[config.mk]
export PLATFORM = sky130hd
export DESIGN_NAME = ca_reference_level
export DESIGN_NICKNAME = d
export VERILOG_FILES = /design/src/rtl/setpoint_copy_store.v /design/src/rtl/ca_reference_level.v
export VERILOG_INCLUDE_DIRS = /design/src /design/src/rtl
export SDC_FILE = /design/constraint.sdc
export NUM_CORES = 1
export LEC_CHECK = 0
export ABC_AREA = 1
export BUFFER_PORTS_ARGS = -buffer_cell sky130_fd_sc_hd__buf_2
export CAP_MARGIN = 10
export CELL_PAD_IN_SITES_DETAIL_PLACEMENT = 0
export CELL_PAD_IN_SITES_GLOBAL_PLACEMENT = 1
export CORE_MARGIN = 5
export CORE_UTILIZATION = 44
export CTS_CLUSTER_DIAMETER = 60
export DETAILED_ROUTE_END_ITERATION = 8
export GPL_ROUTABILITY_DRIVEN = 0
export PLACE_DENSITY_LB_ADDON = 0.1
export SYNTH_ARGS = -nofsm -noshare
export SYNTH_HDL_FRONTEND = slang
export SYNTH_SLANG_ARGS = --single-unit
[constraint.sdc]
create_clock -name CLK_I -period 4.1 [get_ports CLK_I]
set_clock_uncertainty 0.1 [all_clocks]
set_input_delay 0.82 -clock CLK_I [delete_from_list [all_inputs] [get_ports CLK_I]]
set_output_delay 0.82 -clock CLK_I [all_outputs]
set_load 0.02 [all_outputs]
[src/rtl/ca_reference_defs.vh]
`ifndef CA_REFERENCE_DEFS_VH
`define CA_REFERENCE_DEFS_VH

// ----------------------------------------
// mode register addresses
// ----------------------------------------
`define CA_REFERENCE_LEVEL_ADDR     6'h0c
`define FSP_CONTROL_ADDR            6'h0d

// ----------------------------------------
// field positions
// ----------------------------------------
`define CODE_MSB                    5
`define CODE_LSB                    0
`define RANGE_BIT                   6
`define BYTE_MODE_BIT               7
`define FSP_WRITE_BIT               6
`define FSP_OPERATE_BIT             7

// ----------------------------------------
// code limits and reset values
// ----------------------------------------
`define CODE_MAX                    6'h32
`define CODE_RESET                  6'h0d
`define RANGE_RESET                 1'h1
`define BYTE_MODE_RESET             1'h0
`define FSP_CONTROL_RESET           8'h00

`endif

[src/rtl/setpoint_copy_store.v]
`timescale 1ns/100ps

// ----------------------------------------
// two set-point copies of one 8-bit register
// ----------------------------------------
module setpoint_copy_store #(
	parameter WIDTH = 8,
	parameter [WIDTH-1:0] RESET_VALUE = 8'h4d
) (
	input  wire             clk_i,
	input  wire             rst_i,
	input  wire             wr_en_i,
	input  wire             wr_sel_i,
	input  wire [WIDTH-1:0] wr_data_i,
	input  wire             rd_sel_i,
	input  wire             op_sel_i,
	output reg  [WIDTH-1:0] rd_data_o,
	output reg  [WIDTH-1:0] op_data_o
);

	reg [WIDTH-1:0] copy0;
	reg [WIDTH-1:0] copy1;

	always @(posedge clk_i or posedge rst_i) begin
		if (rst_i) begin
			copy0 <= RESET_VALUE;
			copy1 <= RESET_VALUE;
		end else if (wr_en_i) begin
			if (wr_sel_i)
				copy1 <= wr_data_i;
			else
				copy0 <= wr_data_i;
		end
	end

	// registered views; the operating view follows one cycle behind a write
	always @(posedge clk_i or posedge rst_i) begin
		if (rst_i) begin
			rd_data_o <= RESET_VALUE;
			op_data_o <= RESET_VALUE;
		end else begin
			rd_data_o <= rd_sel_i ? copy1 : copy0;
			op_data_o <= op_sel_i ? copy1 : copy0;
		end
	end

endmodule // setpoint_copy_store

[src/rtl/ca_reference_level.v]
// ----------------------------------------
// Summary of operation
// - address 0ch selects this register for both writes and reads
// - bits 5..0 hold the code; codes 00h..32h valid, above reserved
// - bit 6 picks range: 0 lower, 1 upper
// - reset gives upper range, code 0dh, in both set-point copies
// - lower range 10.0..30.0 percent, upper up to 42.0 percent
// - a read drives register bits 7..0 onto data lines 7..0
// - reserved bits, including bit 7 outside byte mode, read back as zero
// - code write lands in copy 0 or 1 per write-select bit
// - writes and reads touch only the copy named by write-select
// - reference output uses only the copy named by operate-select
// - inactive copy is ignored; writing it leaves operation alone
// - range holds until overwritten or reset
// - bit 7 works only in byte-mode parts, else reserved
// - write-select is bit 6 of the set-point control register
// - operate-select is bit 7 of the set-point control register
// ----------------------------------------
`timescale 1ns/100ps
`include "ca_reference_defs.vh"

module ca_reference_level #(
	parameter BYTE_MODE = 0
) (
	input  wire       CLK_I,
	input  wire       RST_I,
	input  wire       MRW_I,
	input  wire       MRR_I,
	input  wire [5:0] MA_I,
	input  wire [7:0] OP_I,
	output reg  [7:0] DQ_O,
	output reg        DQ_VALID_O,
	output reg  [5:0] CA_REFERENCE_CODE_O,
	output reg        CA_REFERENCE_RANGE_SELECT_O,
	output reg        BYTE_MODE_BIT_O,
	output reg        SETPOINT_WRITE_SELECT_O,
	output reg        SETPOINT_OPERATE_SELECT_O
);

	// ----------------------------------------
	// decode
	// ----------------------------------------
	localparam [7:0] RESET_VALUE = {`BYTE_MODE_RESET, `RANGE_RESET, `CODE_RESET};

	function code_valid;
		input [5:0] code;
		begin
			code_valid = (code <= `CODE_MAX);
		end
	endfunction

	reg  [7:0] fsp_control;
	reg        read_pending;
	wire [7:0] copy_rd;
	wire [7:0] copy_op;
	wire       write_select = fsp_control[`FSP_WRITE_BIT];
	wire       operate_select = fsp_control[`FSP_OPERATE_BIT];
	wire       hit = (MA_I == `CA_REFERENCE_LEVEL_ADDR);
	// reserved code dropped, old value kept
	wire       write_ok = MRW_I & hit & code_valid(OP_I[`CODE_MSB:`CODE_LSB]);
	reg  [7:0] next_write;

	always @* begin
		next_write = OP_I;
		// bit 7 stored only in byte mode
		if (BYTE_MODE == 0)
			next_write[`BYTE_MODE_BIT] = 1'b0;
	end

	// ----------------------------------------
	// set-point control bits
	// ----------------------------------------
	// write and operate selects
	always @(posedge CLK_I or posedge RST_I) begin
		if (RST_I)
			fsp_control <= `FSP_CONTROL_RESET;
		else if (MRW_I && MA_I == `FSP_CONTROL_ADDR)
			fsp_control <= OP_I;
	end

	// ----------------------------------------
	// two copies
	// ----------------------------------------
	// copy store
	setpoint_copy_store #(
		.WIDTH       (8),
		.RESET_VALUE (RESET_VALUE)
	) u_store (
		.clk_i     (CLK_I),
		.rst_i     (RST_I),
		.wr_en_i   (write_ok),
		.wr_sel_i  (write_select),
		.wr_data_i (next_write),
		.rd_sel_i  (write_select),
		.op_sel_i  (operate_select),
		.rd_data_o (copy_rd),
		.op_data_o (copy_op)
	);

	// ----------------------------------------
	// read path and applied level
	// ----------------------------------------
	always @(posedge CLK_I or posedge RST_I) begin
		if (RST_I) begin
			read_pending                <= 1'b0;
			DQ_O                        <= 8'h00;
			DQ_VALID_O                  <= 1'b0;
			CA_REFERENCE_CODE_O         <= `CODE_RESET;
			CA_REFERENCE_RANGE_SELECT_O <= `RANGE_RESET;
			BYTE_MODE_BIT_O             <= `BYTE_MODE_RESET;
			SETPOINT_WRITE_SELECT_O     <= 1'b0;
			SETPOINT_OPERATE_SELECT_O   <= 1'b0;
		end else begin
			// store read data is ready one cycle after the request
			read_pending <= MRR_I & hit;
			DQ_VALID_O   <= read_pending;
			// bits onto lines, reserved as zero
			if (read_pending)
				DQ_O <= copy_rd;
			else
				DQ_O <= 8'h00;
			CA_REFERENCE_CODE_O         <= copy_op[`CODE_MSB:`CODE_LSB];
			CA_REFERENCE_RANGE_SELECT_O <= copy_op[`RANGE_BIT];
			BYTE_MODE_BIT_O             <= copy_op[`BYTE_MODE_BIT];
			SETPOINT_WRITE_SELECT_O     <= write_select;
			SETPOINT_OPERATE_SELECT_O   <= operate_select;
		end
	end

endmodule // ca_reference_level

==> Flow_metrics.wiki <==
{| class="wikitable"
! Metric !! Value
|-
| Number of design rule violations left after detail routing || 0
|-
| Clock network latency to the later pin of the worst-skew pair || 0.29 ns
|-
| Final setup violation count || 0
|-
| Max-cap check violation count || 0
|-
| Number of placed instances, taps included || 250
|-
| Chain of cells forming the critical path || buf_2
|-
| Routed wire length per instance || 11.9 um
|-
| Effective utilization at floorplan || 45.3%
|-
| Ant. Diodes || 0
|-
| Initial antenna violation count || 0
|-
| Synthesized instance count || 171
|-
| Highest attainable clock frequency || 532 MHz
|-
| Worst Path Buf+Inv || 1
|-
| Chip Height || roughly 74 um
|-
| Number of buffers inserted to repair setup after CTS || 0
|-
| Area of the core || approximately 4000 um^2
|-
| Number of clock buffers inserted by TritonCTS || 5
|-
| Total number of vias || 1188
|-
| Req. time, crit path || between 3 and 4 ns
|-
| Maximum number of pins on one net before global-route repair || 49
|-
| Type of destination of the critical path || primary output
|-
| Count of endpoints failing hold in the final timing report || 0
|-
| Post-route non-filler standard cell count || between 200 and 300
|-
| Setup repair after global routing missed its margin || no
|-
| Post_cts resized || 0
|-
| Global route total overflow || 0
|-
| Accumulated negative setup slack || 0 ns
|-
| Part of the cycle the worst path needs || 45.9%
|-
| Fraction of the yosys area taken by sequential cells || 68.1%
|-
| Total number of placement rows || 23
|-
| Sequential cell area in the final layout || approximately 1200 um^2
|-
| Worst slew pin tran || 0.750 ns
|-
| Wire length of the first global-routing pass || 5.40 mm
|-
| Clock input transition at the sequential cells of the worst setup and hold paths || 0.08 ns
|-
| Peak supply drop || 0.000200 V
|-
| Number of register bits inferred by synthesis || 48
|-
| Layout cells sized above 1 || 32.7%
|-
| Post-synth design cell area || between 1500 and 2000 um^2
|-
| Min setup slack post-route || around 2.2 ns
|-
| Number of synthesis warnings || 0
|-
| Max-slew violation count || 0
|-
| Slowest stage delay, CP || 0.52 ns
|-
| Number of DRC violations after detailed-routing iteration 0 || 42
|-
| CTS H-Tree Depth || 2
|-
| Slowest stage cell, crit path || dfstp_2
|-
| Layout Nets || 225
|-
| HPWL after detailed placement || approximately 2.2 mm
|-
| Worst Path Class, Setup || reg2out
|-
| Die outline width || 74.0 um
|-
| Summed area of non-filler cells in the final layout || 2100 um^2
|-
| Shortest period the worst path allows || between 1.5 and 2 ns
|-
| Clock buffer depth || 2
|-
| Area after DPL || between 1500 and 2000 um^2
|-
| Top Family by Delay on Critical Path || flip-flops
|-
| Result of the run || complete, no violations
|-
| Area added between synthesis and finish || 16.9%
|-
| Final core utilization || 53.0%
|-
| Number of hold buffers added after CTS || 0
|-
| Die outline area || 5470 um^2
|-
| Post-Place Setup Slack || just under 2 ns
|-
| Clk root buf || clkbuf_8
|-
| Worst hold-check path type || reg2reg
|-
| Headroom to the max-slew limit || 50.0%
|-
| Leakage power total || 1.09 nW
|-
| Number of global-route vias before repair || about 1200
|-
| Largest driver fanout on the critical path || 1
|-
| Fill count || 374
|-
| Sink Count || between 40 and 50
|-
| Vias per inst || 4.60
|-
| TritonCTS clock tree || built
|-
| Number of different library cells in the post-synthesis netlist || 18
|-
| Critical path startpoint category || flip-flop
|-
| Drt first pass iters || 4
|-
| Post-detailed-routing wire length || 3.06 mm
|-
| Number of nets with antenna violations after routing || 0
|-
| Ports placed on the boundary || 37
|-
| Quantity of I/O buffers inserted on ports || 34
|-
| Footprint of the multi-input gates || 457 um^2
|-
| Data arrival time of the critical path || 0.96 ns
|-
| Ratio of total power to cell area || 438 nW/um^2
|-
| Average cell area after synthesis || approximately 11 um^2
|-
| Total global-route track usage || 13.1%
|}
report_power, final:
group / internal, mW / switching (mW) / total, mW
sequential: 0.513 / 0.0250 / 0.538
clock: 0.182 / 0.137 / 0.319
combinational: 0.0217 / 0.0436 / 0.0653
per-layer routing:
metal,part of all wire [%],GRT usage (%)
met5,0,0
met4,1.7,4.83
met3,7.5,4.73
met2,45,21.5
met1,45,15.8
synthesized netlist by cell type (all sizes together):
master,n,area share (%)
nand3,4,2.2
nand4,15,5.2
o21ai,15,4.2
dfrtp,28,39
nor2,7,2.0
a21oi,1,0.28
buf,4,1.7
nand2,53,11
dfstp,20,29
clkbuf,3,0.83
conb,1,0.21
inv,20,4.2
per-stage QoR:
stage	total power [mW]	hold WS, ns
finish	0.922	0.256
detailed placement	0.613	0.246
CTS	0.935	0.259
global placement	0.610	0.233
global route	0.972	0.262
floorplan	0.587	0.231
cells in the final DEF, fill, tap and decap left out, types with 2 or more instances in the layout:
master and instances:
buf_2 34, inv_1 18, conb_1 2, nand2_1 53, nor2_1 5, nand3_2 4, nand4_1 15, dfstp_2 20
o21ai_0 15, dfrtp_1 28, clkbuf_1 2, clkbuf_8 5
logic make-up after synthesis:
group | share of synthesized area [%]
buffers and inverters | 6.74
and+or+nand+nor | 20.5
AOI/OAI and AO/OA | 4.45
DFF | 68.1
other | 0.208
worst paths after layout:
path	from	slack (ns)	cells after the start	to
max	CA_REFERENCE_RANGE_SELECT_O	2.22	1	CA_REFERENCE_RANGE_SELECT_O
min	u_store.op_data_o[4]	0.26	0	CA_REFERENCE_CODE_O[4]
max reg2reg	fsp_control[6]	2.56	3	u_store.copy1[5]
min reg2reg	u_store.op_data_o[4]	0.26	0	CA_REFERENCE_CODE_O[4]
max in group asynchronous	RST_I	2.95	3	u_store.copy1[3]
min in group asynchronous	RST_I	0.56	3	DQ_VALID_O
state kept, by name, summed over array words and instances (netlist names):
| name | cells |
|---|---|
| u_store.rd_data_o | 7 |
| SETPOINT_WRITE_SELECT_O | 1 |
| DQ_VALID_O | 1 |
| SETPOINT_OPERATE_SELECT_O | 1 |
| u_store.op_data_o | 7 |
| read_pending | 1 |
| CA_REFERENCE_RANGE_SELECT_O | 1 |
| fsp_control | 2 |
| u_store.copy1 | 7 |
| CA_REFERENCE_CODE_O | 6 |
| DQ_O | 7 |
| u_store.copy0 | 7 |
layout make-up:
cell class,instances,area share [%]
Clock buffer,7,3.63
Inverter,20,3.57
Clock inverter,1,1.43
Multi-Input combinational cell,97,21.7
Sequential cell,48,58.3
Tap cell,50,2.97
Timing Repair Buffer,35,8.44
No activity file was read; power rests on OpenSTA's default activity.
